[src/mlr_consts.svh]
// constants for the move, logic and rotate execution slice
// assumes a single core clock and a synchronous, active-high reset
// Behaviour
// - copy memory byte to accumulator, flags kept
// - load 8-bit immediate into accumulator, flags kept
// - store accumulator into memory, flags kept
// - idle only advances program counter by one
// - or with memory/immediate, only zero updated
// - return pops program counter, two cycles, flags kept
// - return with value loads accumulator, pops counter
// - interrupt return pops counter, sets interrupt enable
// - rotate left, bit 7 into bit 0
// - rotate left through carry, only carry changes
// - rotate right, bit 0 into bit 7
// - rotate right through carry, only carry changes
// - subtract with carry updates four arithmetic flags
// - decrement memory, skip when zero, two cycles
// - decrement into accumulator, skip when zero
`ifndef MLR_CONSTS_SVH
`define MLR_CONSTS_SVH

`define MLR_DATA_W 8
`define MLR_ADDR_W 7
`define MLR_PC_W 11
`define MLR_STACK_DEPTH 6
`define MLR_PTR_W 3
`define MLR_MSB 7
`define MLR_LSB 0
`define MLR_NIB_MSB 3
`define MLR_ACC_RESET 8'h00
`define MLR_PC_RESET 11'h000
`define MLR_FLAG_RESET 1'b0
`define MLR_GIE_RESET 1'b0
`define MLR_PC_STEP 11'h001
`define MLR_PC_SKIP 11'h002
`define MLR_RET_CYCLES 2
`define MLR_SKIP_CYCLES 2

`endif

[src/mlr_pkg.sv]
// types shared by the execution slice and its helpers
// assumes mlr_consts.svh is on the include path
`include "mlr_consts.svh"

package mlr_pkg;

  // instruction selector presented with each issued instruction
  typedef enum logic [4:0] {
    OP_IDLE = 5'h00,
    OP_COPY_MEM = 5'h01,
    OP_LOAD_IMM = 5'h02,
    OP_STORE = 5'h03,
    OP_UNION_MEM = 5'h04,
    OP_UNION_IMM = 5'h05,
    OP_UNION_TO_MEM = 5'h06,
    OP_SUBROUTINE_RETURN = 5'h07,
    OP_RETURN_VALUE = 5'h08,
    OP_INTERRUPT_RETURN = 5'h09,
    OP_ROTATE_LEFT = 5'h0A,
    OP_ROTATE_LEFT_TO_ACC = 5'h0B,
    OP_ROTATE_LEFT_CARRY = 5'h0C,
    OP_ROTATE_LEFT_CARRY_TO_ACC = 5'h0D,
    OP_ROTATE_RIGHT = 5'h0E,
    OP_ROTATE_RIGHT_TO_ACC = 5'h0F,
    OP_ROTATE_RIGHT_CARRY = 5'h10,
    OP_ROTATE_RIGHT_CARRY_TO_ACC = 5'h11,
    OP_SUBTRACT_BORROW = 5'h12,
    OP_SUBTRACT_BORROW_TO_MEM = 5'h13,
    OP_DECREMENT_SKIP_ZERO = 5'h14,
    OP_DECREMENT_TO_ACC_SKIP_ZERO = 5'h15
  } mlr_op_t;

  // gray-coded execution phase: run, then optional dummy cycle
  typedef enum logic [1:0] {
    ST_RUN = 2'b00,
    ST_DUMMY = 2'b01
  } mlr_fsm_t;

  // all state of the execution slice
  typedef struct packed {
    mlr_fsm_t fsm;
    logic ready;
    logic [`MLR_PC_W-1:0] pc;
    logic [`MLR_DATA_W-1:0] acc;
    logic zero_flag;
    logic carry_flag;
    logic aux_carry_flag;
    logic overflow_flag;
    logic global_interrupt_enable;
    logic mem_we;
    logic [`MLR_ADDR_W-1:0] mem_waddr;
    logic [`MLR_DATA_W-1:0] mem_wdata;
    logic skip;
  } mlr_state_t;

  // all state of the return stack
  typedef struct packed {
    logic [`MLR_STACK_DEPTH-1:0][`MLR_PC_W-1:0] slot;
    logic [`MLR_PTR_W-1:0] ptr;
  } mlr_stack_t;

endpackage

[src/mlr_exec.sv]
// execution slice: moves, or, returns, rotates, subtract, decrement-skip
// assumes memory read data arrives with the instruction, same cycle
`timescale 1ns/1ps
`default_nettype none
`include "mlr_consts.svh"

module mlr_exec
  import mlr_pkg::*;
(
  input wire logic core_clk, // core clock, 200 MHz
  input wire logic rst, // synchronous reset, active high
  input wire logic ce, // clock enable, freezes all state
  input wire logic instr_valid, // instruction offered
  input wire mlr_op_t instr_op, // instruction selector
  input wire logic [`MLR_DATA_W-1:0] instr_imm, // immediate field
  input wire logic [`MLR_ADDR_W-1:0] mem_addr, // operand address
  input wire logic [`MLR_DATA_W-1:0] mem_rdata, // byte at mem_addr
  input wire logic call_push, // call path pushes a return address
  input wire logic [`MLR_PC_W-1:0] call_addr, // address pushed
  output logic instr_ready, // slice takes an instruction
  output logic [`MLR_PC_W-1:0] pc, // program counter
  output logic [`MLR_DATA_W-1:0] acc, // accumulator
  output logic zero_flag, // zero flag
  output logic carry_flag, // carry flag
  output logic aux_carry_flag, // aux carry flag
  output logic overflow_flag, // overflow flag
  output logic global_interrupt_enable, // global interrupt enable
  output logic mem_we, // memory write strobe, one cycle
  output logic [`MLR_ADDR_W-1:0] mem_waddr, // memory write address
  output logic [`MLR_DATA_W-1:0] mem_wdata, // memory write data
  output logic skip // next instruction discarded, one cycle
);

  mlr_state_t st_q; // registered state
  mlr_state_t st_d; // next state
  logic accept; // instruction taken this edge
  logic is_pop; // any return form
  logic [`MLR_PC_W-1:0] stack_top; // return address
  logic [`MLR_DATA_W-1:0] alu_result; // datapath result
  logic alu_carry; // datapath carry
  logic alu_aux; // datapath aux carry
  logic alu_ovf; // datapath overflow
  logic alu_zero; // datapath zero

  assign accept = ce && instr_valid && st_q.ready;
  assign is_pop = accept && (instr_op == OP_SUBROUTINE_RETURN ||
    instr_op == OP_RETURN_VALUE || instr_op == OP_INTERRUPT_RETURN);

  // shared arithmetic and rotate datapath
  mlr_alu u_alu (
    .op(instr_op),
    .acc(st_q.acc),
    .mem(mem_rdata),
    .imm(instr_imm),
    .carry_in(st_q.carry_flag),
    .result(alu_result),
    .carry_out(alu_carry),
    .aux_carry_out(alu_aux),
    .overflow_out(alu_ovf),
    .zero_out(alu_zero)
  );

  // return addresses; popping happens on the accept edge
  mlr_ret_stack u_stack (
    .core_clk(core_clk),
    .rst(rst),
    .ce(ce),
    .push(call_push),
    .push_addr(call_addr),
    .pop(is_pop),
    .top(stack_top)
  );

  // next-state logic; flags hold unless an instruction names them
  always_comb begin
    st_d = st_q;
    st_d.mem_we = 1'b0;
    st_d.skip = 1'b0;
    unique case (st_q.fsm)
      ST_DUMMY: begin
        // second cycle of a return or a discarded fetch
        st_d.fsm = ST_RUN;
        st_d.ready = 1'b1;
      end
      ST_RUN: begin
        if (accept) begin
          st_d.pc = st_q.pc + `MLR_PC_STEP;
          st_d.mem_waddr = mem_addr;
          unique case (instr_op)
            OP_IDLE: begin
              st_d.pc = st_q.pc + `MLR_PC_STEP;
            end
            OP_COPY_MEM: st_d.acc = mem_rdata;
            OP_LOAD_IMM: st_d.acc = instr_imm;
            OP_STORE: begin
              st_d.mem_we = 1'b1;
              st_d.mem_wdata = st_q.acc;
            end
            OP_UNION_MEM, OP_UNION_IMM: begin
              st_d.acc = alu_result;
              st_d.zero_flag = alu_zero;
            end
            OP_UNION_TO_MEM: begin
              st_d.mem_we = 1'b1;
              st_d.mem_wdata = alu_result;
              st_d.zero_flag = alu_zero;
            end
            OP_SUBROUTINE_RETURN, OP_RETURN_VALUE,
            OP_INTERRUPT_RETURN: begin
              // the refetch after a pop costs one dummy cycle
              st_d.pc = stack_top;
              st_d.fsm = ST_DUMMY;
              st_d.ready = 1'b0;
              if (instr_op == OP_RETURN_VALUE) begin
                st_d.acc = instr_imm;
              end
              if (instr_op == OP_INTERRUPT_RETURN) begin
                st_d.global_interrupt_enable = 1'b1;
              end
            end
            OP_ROTATE_LEFT, OP_ROTATE_RIGHT: begin
              st_d.mem_we = 1'b1;
              st_d.mem_wdata = alu_result;
            end
            OP_ROTATE_LEFT_TO_ACC, OP_ROTATE_RIGHT_TO_ACC: begin
              st_d.acc = alu_result;
            end
            OP_ROTATE_LEFT_CARRY, OP_ROTATE_RIGHT_CARRY: begin
              st_d.mem_we = 1'b1;
              st_d.mem_wdata = alu_result;
              st_d.carry_flag = alu_carry;
            end
            OP_ROTATE_LEFT_CARRY_TO_ACC, OP_ROTATE_RIGHT_CARRY_TO_ACC: begin
              st_d.acc = alu_result;
              st_d.carry_flag = alu_carry;
            end
            OP_SUBTRACT_BORROW, OP_SUBTRACT_BORROW_TO_MEM: begin
              if (instr_op == OP_SUBTRACT_BORROW_TO_MEM) begin
                st_d.mem_we = 1'b1;
                st_d.mem_wdata = alu_result;
              end else begin
                st_d.acc = alu_result;
              end
              st_d.carry_flag = alu_carry;
              st_d.aux_carry_flag = alu_aux;
              st_d.overflow_flag = alu_ovf;
              st_d.zero_flag = alu_zero;
            end
            OP_DECREMENT_SKIP_ZERO, OP_DECREMENT_TO_ACC_SKIP_ZERO: begin
              if (instr_op == OP_DECREMENT_SKIP_ZERO) begin
                st_d.mem_we = 1'b1;
                st_d.mem_wdata = alu_result;
              end else begin
                st_d.acc = alu_result;
              end
              // zero result: the prefetched word is dropped
              if (alu_zero) begin
                st_d.pc = st_q.pc + `MLR_PC_SKIP;
                st_d.skip = 1'b1;
                st_d.fsm = ST_DUMMY;
                st_d.ready = 1'b0;
              end
            end
            default: st_d.pc = st_q.pc + `MLR_PC_STEP;
          endcase
        end
      end
      default: begin
        // unused gray codes recover to the run phase
        st_d.fsm = ST_RUN;
        st_d.ready = 1'b1;
      end
    endcase
  end

  // single state register; ce low freezes everything
  always_ff @(posedge core_clk) begin
    if (rst) begin
      st_q <= '0;
      st_q.fsm <= ST_RUN;
      st_q.ready <= 1'b1;
      st_q.pc <= `MLR_PC_RESET;
      st_q.acc <= `MLR_ACC_RESET;
      st_q.global_interrupt_enable <= `MLR_GIE_RESET;
    end else if (ce) begin
      st_q <= st_d;
    end
  end

  // outputs are fields of the state register
  assign instr_ready = st_q.ready;
  assign pc = st_q.pc;
  assign acc = st_q.acc;
  assign zero_flag = st_q.zero_flag;
  assign carry_flag = st_q.carry_flag;
  assign aux_carry_flag = st_q.aux_carry_flag;
  assign overflow_flag = st_q.overflow_flag;
  assign global_interrupt_enable = st_q.global_interrupt_enable;
  assign mem_we = st_q.mem_we;
  assign mem_waddr = st_q.mem_waddr;
  assign mem_wdata = st_q.mem_wdata;
  assign skip = st_q.skip;

  logic [3:0] flags_w; // packed flags for compact comparisons
  assign flags_w = {zero_flag, carry_flag, aux_carry_flag, overflow_flag};
endmodule // mlr_exec
`default_nettype wire

[src/mlr_alu.sv]
// combinational datapath for or, rotates, subtract-with-carry, decrement
// assumes the caller registers every result and chooses which flags to keep
`timescale 1ns/1ps
`default_nettype none
`include "mlr_consts.svh"

module mlr_alu
  import mlr_pkg::*;
(
  input wire mlr_op_t op, // instruction selector
  input wire logic [`MLR_DATA_W-1:0] acc, // accumulator value
  input wire logic [`MLR_DATA_W-1:0] mem, // addressed memory byte
  input wire logic [`MLR_DATA_W-1:0] imm, // immediate field
  input wire logic carry_in, // current carry flag
  output logic [`MLR_DATA_W-1:0] result, // computed byte
  output logic carry_out, // new carry
  output logic aux_carry_out, // carry out of low nibble
  output logic overflow_out, // signed overflow
  output logic zero_out // result is zero
);

  logic [`MLR_DATA_W:0] diff; // full subtract sum with carry out
  logic [`MLR_NIB_MSB+1:0] low_nib; // low nibble sum for aux carry
  logic [`MLR_DATA_W-1:0] mem_inv; // inverted operand

  // one shared adder for subtract-with-carry: acc + ~m + c
  always_comb begin
    mem_inv = ~mem;
    diff = {1'b0, acc} + {1'b0, mem_inv} + {8'h00, carry_in};
    low_nib = {1'b0, acc[`MLR_NIB_MSB:0]} + {1'b0, mem_inv[`MLR_NIB_MSB:0]}
      + {4'h0, carry_in};
  end

  // result select; carry defaults to the old value
  always_comb begin
    result = acc;
    carry_out = carry_in;
    aux_carry_out = low_nib[`MLR_NIB_MSB+1];
    overflow_out = (acc[`MLR_MSB] == mem_inv[`MLR_MSB]) &&
      (diff[`MLR_MSB] != acc[`MLR_MSB]);
    unique case (op)
      OP_UNION_MEM, OP_UNION_TO_MEM: result = acc | mem;
      OP_UNION_IMM: result = acc | imm;
      OP_ROTATE_LEFT, OP_ROTATE_LEFT_TO_ACC: begin
        result = {mem[`MLR_MSB-1:0], mem[`MLR_MSB]};
      end
      OP_ROTATE_LEFT_CARRY, OP_ROTATE_LEFT_CARRY_TO_ACC: begin
        result = {mem[`MLR_MSB-1:0], carry_in};
        carry_out = mem[`MLR_MSB];
      end
      OP_ROTATE_RIGHT, OP_ROTATE_RIGHT_TO_ACC: begin
        result = {mem[`MLR_LSB], mem[`MLR_MSB:1]};
      end
      OP_ROTATE_RIGHT_CARRY, OP_ROTATE_RIGHT_CARRY_TO_ACC: begin
        result = {carry_in, mem[`MLR_MSB:1]};
        carry_out = mem[`MLR_LSB];
      end
      OP_SUBTRACT_BORROW, OP_SUBTRACT_BORROW_TO_MEM: begin
        result = diff[`MLR_DATA_W-1:0];
        carry_out = diff[`MLR_DATA_W];
      end
      OP_DECREMENT_SKIP_ZERO, OP_DECREMENT_TO_ACC_SKIP_ZERO: begin
        result = mem - 8'h01;
      end
      default: result = acc; // other ops do not use the adder result
    endcase
    zero_out = (result == 8'h00);
  end

endmodule // mlr_alu
`default_nettype wire

[src/mlr_ret_stack.sv]
// six-level return stack: push from the call path, pop on return
// assumes push and pop never arrive together; pop wins if they do
`timescale 1ns/1ps
`default_nettype none
`include "mlr_consts.svh"

module mlr_ret_stack
  import mlr_pkg::*;
(
  input wire logic core_clk, // core clock
  input wire logic rst, // synchronous reset, active high
  input wire logic ce, // clock enable, freezes state when low
  input wire logic push, // push request
  input wire logic [`MLR_PC_W-1:0] push_addr, // return address to store
  input wire logic pop, // pop request
  output logic [`MLR_PC_W-1:0] top // current top entry
);

  mlr_stack_t s_q; // registered stack
  mlr_stack_t s_d; // next stack
  logic [`MLR_PTR_W-1:0] top_idx; // index of top entry

  // circular indexing: a seventh push silently overwrites the oldest
  always_comb begin
    s_d = s_q;
    top_idx = (s_q.ptr == 3'h0) ? 3'(`MLR_STACK_DEPTH - 1) : s_q.ptr - 3'h1;
    if (pop) begin
      s_d.ptr = top_idx;
    end else if (push) begin
      s_d.slot[s_q.ptr] = push_addr;
      s_d.ptr = (s_q.ptr == 3'(`MLR_STACK_DEPTH - 1)) ? 3'h0 : s_q.ptr + 3'h1;
    end
  end

  assign top = s_q.slot[top_idx];

  // state register
  always_ff @(posedge core_clk) begin
    if (rst) begin
      s_q <= '0;
    end else if (ce) begin
      s_q <= s_d;
    end
  end

endmodule // mlr_ret_stack
`default_nettype wire

[config.mk]
export PLATFORM = sky130hd
export DESIGN_NAME = mlr_exec
export DESIGN_NICKNAME = d
export VERILOG_FILES = /design/src/mlr_pkg.sv /design/src/mlr_exec.sv /design/src/mlr_alu.sv /design/src/mlr_ret_stack.sv
export VERILOG_INCLUDE_DIRS = /design/src
export SDC_FILE = /design/constraint.sdc
export NUM_CORES = 1
export LEC_CHECK = 0
export ABC_AREA = 1
export CAP_MARGIN = 20
export CORE_ASPECT_RATIO = 0.9
export CORE_UTILIZATION = 70
export DETAILED_ROUTE_END_ITERATION = 7
export DONT_BUFFER_PORTS = 1
export PLACE_DENSITY = 0.93
export SKIP_LAST_GASP = 1
export SLEW_MARGIN = 20
export SYNTH_ARGS = -nofsm -noshare
export SYNTH_HDL_FRONTEND = slang
export SYNTH_SLANG_ARGS = --single-unit
[constraint.sdc]
create_clock -name core_clk -period 4.8 [get_ports core_clk]
set_input_delay 0.96 -clock core_clk [delete_from_list [all_inputs] [get_ports core_clk]]
set_output_delay 0.96 -clock core_clk [all_outputs]
set_load 0.01 [all_outputs]
== Yosys cells after proc, flatten, opt, wreduce, memory -nomap -nowiden ==
Index checks and enable logic that the tools add are counted.
Word-level totals
  flip-flop bits (word level): 113
  latch bits: 0
  RAM bits: 0
  bits in read-only memories: 0
  input port bits: 44
  output and inout port bits: 42
  word-level logic and storage cells: 139
  memories: 0
Operators by class
  add/subtract/negate cells: 9
  multiply operators: 0
  divide/modulo/power cells: 0
  $lt $le $gt $ge: 3
  eq/ne operators: 32
  shifts and indexed selects: 0
  mux-type cells: 34
  bitwise logic cells: 4
  reductions and logical operators: 37
Operators with widths (number)
  bitwise mux 66 bit: 1
  one-hot mux 8 bit (8 select lines): 1
  one-hot mux 8 bit (6 select lines): 1
  two-way mux 44 bit: 1
  == test 5 x 4 -> 1 bit (second input constant): 8
  two-way mux 8 bit: 5
  binary-select mux 11 bit (select 3 bit): 1
  demux 11 bit (select 3 bit): 1
  one-hot mux 8 bit (4 select lines): 1
  == test 5 bit (second input constant): 6
  two-way mux 11 bit: 2
  one-hot mux 11 bit (2 select lines): 1
  == test 5 x 3 -> 1 bit (second input constant): 4
  OR reduction 6 bit: 3
  two-way mux 17 bit: 1
  OR 8 bit: 2
  two-way mux 3 bit: 5
  two-way mux 14 bit: 1
  OR reduction 2 bit: 7
  != test 2 bit (second input constant): 6
  AND reduction 4 bit: 3
  adder 11 x 1 -> 11 bit (second input constant): 1
  adder 11 x 2 -> 11 bit (second input constant): 1
  == test 5 x 2 -> 1 bit (second input constant): 2
  37 further kinds: 54

== Depth between registers and ports, before layout ==
  depth in word-level cells: 9
  gate-level depth with buffers: 21
  gate-level depth less buffers: 21

== Hierarchy ==
Synthesis repeated with hierarchy kept, for this count alone.
Unflattened totals
  cells, all modules: 1264
  area, all modules: 7624.8 um2
By module, submodules not included
  mlr_ret_stack: instances 1, cells an instance 521, area an instance 3301.9 um2, sequential area each 1381.3 um2
  mlr_exec: instances 1, cells an instance 487, area an instance 3034.2 um2, sequential area each 860.8 um2
  mlr_alu: instances 1, cells an instance 256, area an instance 1288.7 um2, sequential area each 0.0 um2

== Least setup slack after synthesis ==
Ideal clock, no wire load.
  kind: input to register
  from: in mem_rdata[0]
  to: reg pc[0] (netlist name)
  library setup time: 132 ps
  arrival: 2971 ps
  required time: 4668 ps
  setup slack: 1697 ps
  stages: 19
  buffers on the path: 1
  cell sequence: inv_1 fa_1 inv_1 fa_1 inv_1 nand3_1 nand2_1 nand2_1 nand2_1 nand2_1 nand3_1 nand2_1 nor2_1 nand2_1 nor2_2 buf_2 nand3_1 nand3_1 a21oi_1
Between the ends
  longest elaborated chain between the ends: 7
  elaborated cells on any way between the ends: 9
  classes of those cells: add/sub: 3; mux: 3; bitwise: 2; reduce/logical: 1
RTL lines
  start, declared: line mlr_exec.sv:17  | input wire logic [`MLR_DATA_W-1:0] mem_rdata,
  NOT 8 bit: line mlr_alu.sv:28  | mem_inv = ~mem;
  adder 8 x 8 -> 9 bit: line mlr_alu.sv:29  | diff = {1'b0, acc} + {1'b0, mem_inv} + {8'h00, carry_in};
  adder 9 x 1 -> 9 bit: line mlr_alu.sv:29
  one-hot mux 8 bit (8 select lines) (*): line mlr_alu.sv:41  | unique case (op)
  logical NOT 8 bit (*): line mlr_alu.sv:67  | zero_out = (result == 8'h00);
  two-way mux 14 bit (*): line mlr_exec.sv:157  | if (alu_zero) begin
  one-hot mux 11 bit (2 select lines) (*): line mlr_exec.sv:89  | unique case (instr_op)
Every way passes the cells marked *; elsewhere a longest branch is shown, timed or not. The select of a mux whose other input is x is not followed.
A chain may end at the register's enable or synchronous reset.

== Final worst setup path ==
  from: in mem_rdata[0]
  to: reg st_q[42] in the netlist's numbering
Between the ends
  longest elaborated chain between the ends: 7
  elaborated cells on any way between the ends: 9
  classes of those cells: add/sub: 3; eq/ne: 1; mux: 1; bitwise: 2; reduce/logical: 2
RTL lines
  NOT 8 bit: line mlr_alu.sv:28
  adder 8 x 8 -> 9 bit: line mlr_alu.sv:29
  adder 9 x 1 -> 9 bit: line mlr_alu.sv:29
  one-hot mux 8 bit (8 select lines) (*): line mlr_alu.sv:41
  logical NOT 8 bit (*): line mlr_alu.sv:67
  != test 3 bit (no line) (*)
  AND reduction 4 bit (no line) (*)
  end signal, assigned: line mlr_exec.sv:186  | st_q <= st_d;
  end, declared: line mlr_exec.sv:34  | mlr_state_t st_q;
Every way passes the cells marked *; elsewhere a longest branch is shown, timed or not.

==> summary.txt <==
STA
  – Final-report hold violation count: 0
  – Maximum frequency from static timing analysis: 0.255 GHz
  – RSZ-0062 raised after global routing: false
  – Worst Skew: 0.0101 ns
  – Worst Max-Slew Pin Slew: 0.879 ns
  – Portion of the clock cycle consumed by the worst path in the final layout: 81.7%
  – Final Slew Violations: 0
  – Clock period minus final worst setup slack: 3.92 ns
  – Final setup vio count: 0
  – Final-layout worst hold slack: 0.444 ns
  – Tightest slew margin relative to the limit: 40.9%
  – Post-route setup TNS: 0 ns

Routing
  – Via count of the routed design: 7,303
  – Starting DRC count in detailed routing: 959
  – Antenna Violating Nets Remaining: 0
  – Wirelength per Cell: 17.6 µm
  – Vias per std cell: 6.34
  – Number of iterations in the first detailed-routing pass: 5
  – Routed wire length: 20.3 mm
  – DRC: 0

Synth
  – Synth area leaders: sky130_fd_sc_hd__dfxtp_1, sky130_fd_sc_hd__a21oi_1, sky130_fd_sc_hd__nand2_1
  – Average cell area after synthesis: 6.55 µm²
  – Synthesized netlist cell count: 1,086
  – Post-synth top area share: 31.5%
  – Flop and latch count out of synthesis: 112
  – Proportion of synthesized chip area in sequential cells: 31.5%
  – Syn_nets: 1,143
  – Number of distinct library cells after synthesis: 46
  – Largest area contributor in the netlist: sky130_fd_sc_hd__dfxtp_1
  – Total standard cell area after synthesis: 0.00711 mm²
  – Total number of yosys warnings: 0

Cells and area
  – Ratio of cells with drive above 1 in the final layout: 6.82%
  – Number of antenna cells inserted: 0
  – Final instance area: 0.00717 mm²
  – Top library cells by usage in the layout, fill and taps aside: sky130_fd_sc_hd__nand2_1, sky130_fd_sc_hd__a21oi_1, sky130_fd_sc_hd__inv_1
  – Layout overhead on the synthesized area: 0.792%
  – Final instance count without filler cells: 1,152
  – # nets final: 1,078
  – Most frequent standard cell in the layout excluding fill and tap cells: sky130_fd_sc_hd__nand2_1

CTS
  – Clk sink count: 112
  – Number of H-tree levels: 3
  – Number of setup buffers added after CTS: 0
  – Hold bufs inserted after CTS: 0
  – TritonCTS buffer count: 9
  – Clock input transition at the sequential cells of the worst setup and hold paths: 0.08 ns
  – CTS tree: done
  – Clock insertion delay at the later pin of the skew report: 0.36 ns
  – Clock tree root driver cell: sky130_fd_sc_hd__clkbuf_16
  – Number of buffers on the longest clock path: 2
  – # resized after CTS: 0

Power
  – Post-layout power: 2170 µW
  – Pwr dens: 302 mW/mm²
  – Worst voltage drop across the vdd grid: 0.000190 V
  – Pleak: 0.00283 µW

Global route
  – Global routing usage summed across all routing layers: 38.9%
  – Via count of the first global-routing pass: 6,588
  – Number of antenna violations at the first check in global routing: 0
  – Pin count of the biggest net entering global routing: 57
  – Global-route wire length before repair: 32.5 mm
  – Residual overflow from global routing: 0

Floorplanning
  – I/O pin total: 86
  – Die outline area: 0.0106 mm²
  – Horiz. Die Dim: 108 µm
  – Core box area: 0.00978 mm²
  – Number of placement rows: 34
  – Die Height: 97.6 µm
  – Starting utilization of the core area: 72.7%

Critical path
  – Maximum single-stage delay on the critical path: 0.51 ns
  – Cell depth of the worst flop-to-flop path: 20
  – Required time of the worst setup path: 5.10 ns
  – Most prevalent standard cell on the critical path: sky130_fd_sc_hd__nand2_1
  – Worst setup EP type: flop
  – Kind of start point of the critical path: primary input
  – Slowest cell on crit path: sky130_fd_sc_hd__nor2_2
  – Arrival time of data at the critical path endpoint: 4.22 ns
  – Crit-path max FO: 13
  – Cell breakdown of the critical path: inv_1, fa_1, inv_1, fa_1, inv_1, nand3_1, nand2_1, nand2_1, nand2_1, nand2_1, nand3_1, nand2_1, nor2_1, nand2_1, nor2_2, nand2_2, nand2_1, nand2_1, nand2_1, nand2_1, nor2_1
  – Worst Setup Path Type: in2reg

Place
  – Cell total after placement: 1,135
  – Final weighted congestion in routability-driven placement: 1.03
  – DP HPWL: 13.9 mm
  – Port Buffer Count: 0
  – Area after DPL: 0.00683 mm²

Worst hold path
  – Class of the tightest hold or removal check: reg2reg
  – Worst Hold Depth: 2

Status
  – Result of the run: finished, final reports clean

Run
  – Maxcap violations: 0
[worst max-delay path: cells and delay by family]
kind          cells  cell delay [ns]
simple gates     16             2.17
fa+ha+maj         2             0.70
buf+inv           3             0.37
[cell families after synthesis]
logic type	synth area share, %
adder cells (fa/ha/maj)	2.50
flip-flops	31.5
AND/OR/NAND/NOR	27.4
AO/OA/AOI/OAI	23.5
XOR/XNOR	1.35
buffers and inverters	13.7
[path summary, 6_finish.rpt]
| kind | startpoint | to | slack, ns |
|---|---|---|---|
| min | u_stack.s_q[65] | u_stack.s_q[65] | 0.44 |
| max reg2reg | carry_flag | st_q[42] | 1.18 |
| min reg2reg | u_stack.s_q[65] | u_stack.s_q[65] | 0.44 |
| max | mem_rdata[0] | st_q[42] | 0.88 |
[through the flow]
| step | setup slack [ns] | utilization (%) |
|---|---|---|
| global placement | 0.590 | 69.8 |
| global route | 0.660 | 73.3 |
| finish | 0.879 | 73.3 |
| floorplan | 1.70 | - |
| detailed placement | 0.424 | 69.8 |
| CTS | 0.664 | 73.1 |
[synth_stat cells (all sizes together)]
library cell / instances
clkinv: 2
nor3: 5
dfxtp: 112
xnor2: 3
o2111ai: 1
o31ai: 4
o21a: 2
nor2: 101
a21oi: 140
a311oi: 1
o21ai: 135
nand4: 14
nor4: 1
ha: 11
o211ai: 14
fa: 2
nand3: 111
buf: 52
nand2: 187
o32ai: 1
or2: 1
o22ai: 3
inv: 126
a211oi: 7
and3: 2
a31oi: 1
xor2: 8
clkbuf: 32
o311ai: 1
nand3b: 6
[metal layers]
| layer | GRT usage, % | part of all wire [%] |
|---|---|---|
| met4 | 13.6 | 2.2 |
| met2 | 57.6 | 43 |
| met3 | 8.18 | 12 |
| met1 | 55.6 | 42 |
| met5 | 0 | 0 |
[state kept, by name, indices dropped and copies added, names as in the netlist, 7 cells and up]
register,flops
acc,8
mem_waddr,7
mem_wdata,8
pc,11
u_stack.s_q,69
[layout make-up]
class,instances,area [µm²]
fill,791,2620
multi-input combinational,762,3900
inverter,128,480
sequential,112,2240
timing repair buffer,8,63.8
tap,126,158
clock inverter,7,96.3
clock buffer,9,225
[report_power, final]
| group | internal, µW | leakage [µW] | switching (µW) | total [µW] |
|---|---|---|---|---|
| clock | 422 | 0.000154 | 386 | 808 |
| sequential | 961 | 0.000909 | 43.3 | 1000 |
| combinational | 104 | 0.00177 | 250 | 354 |
Power figures use the tool's default switching activity.
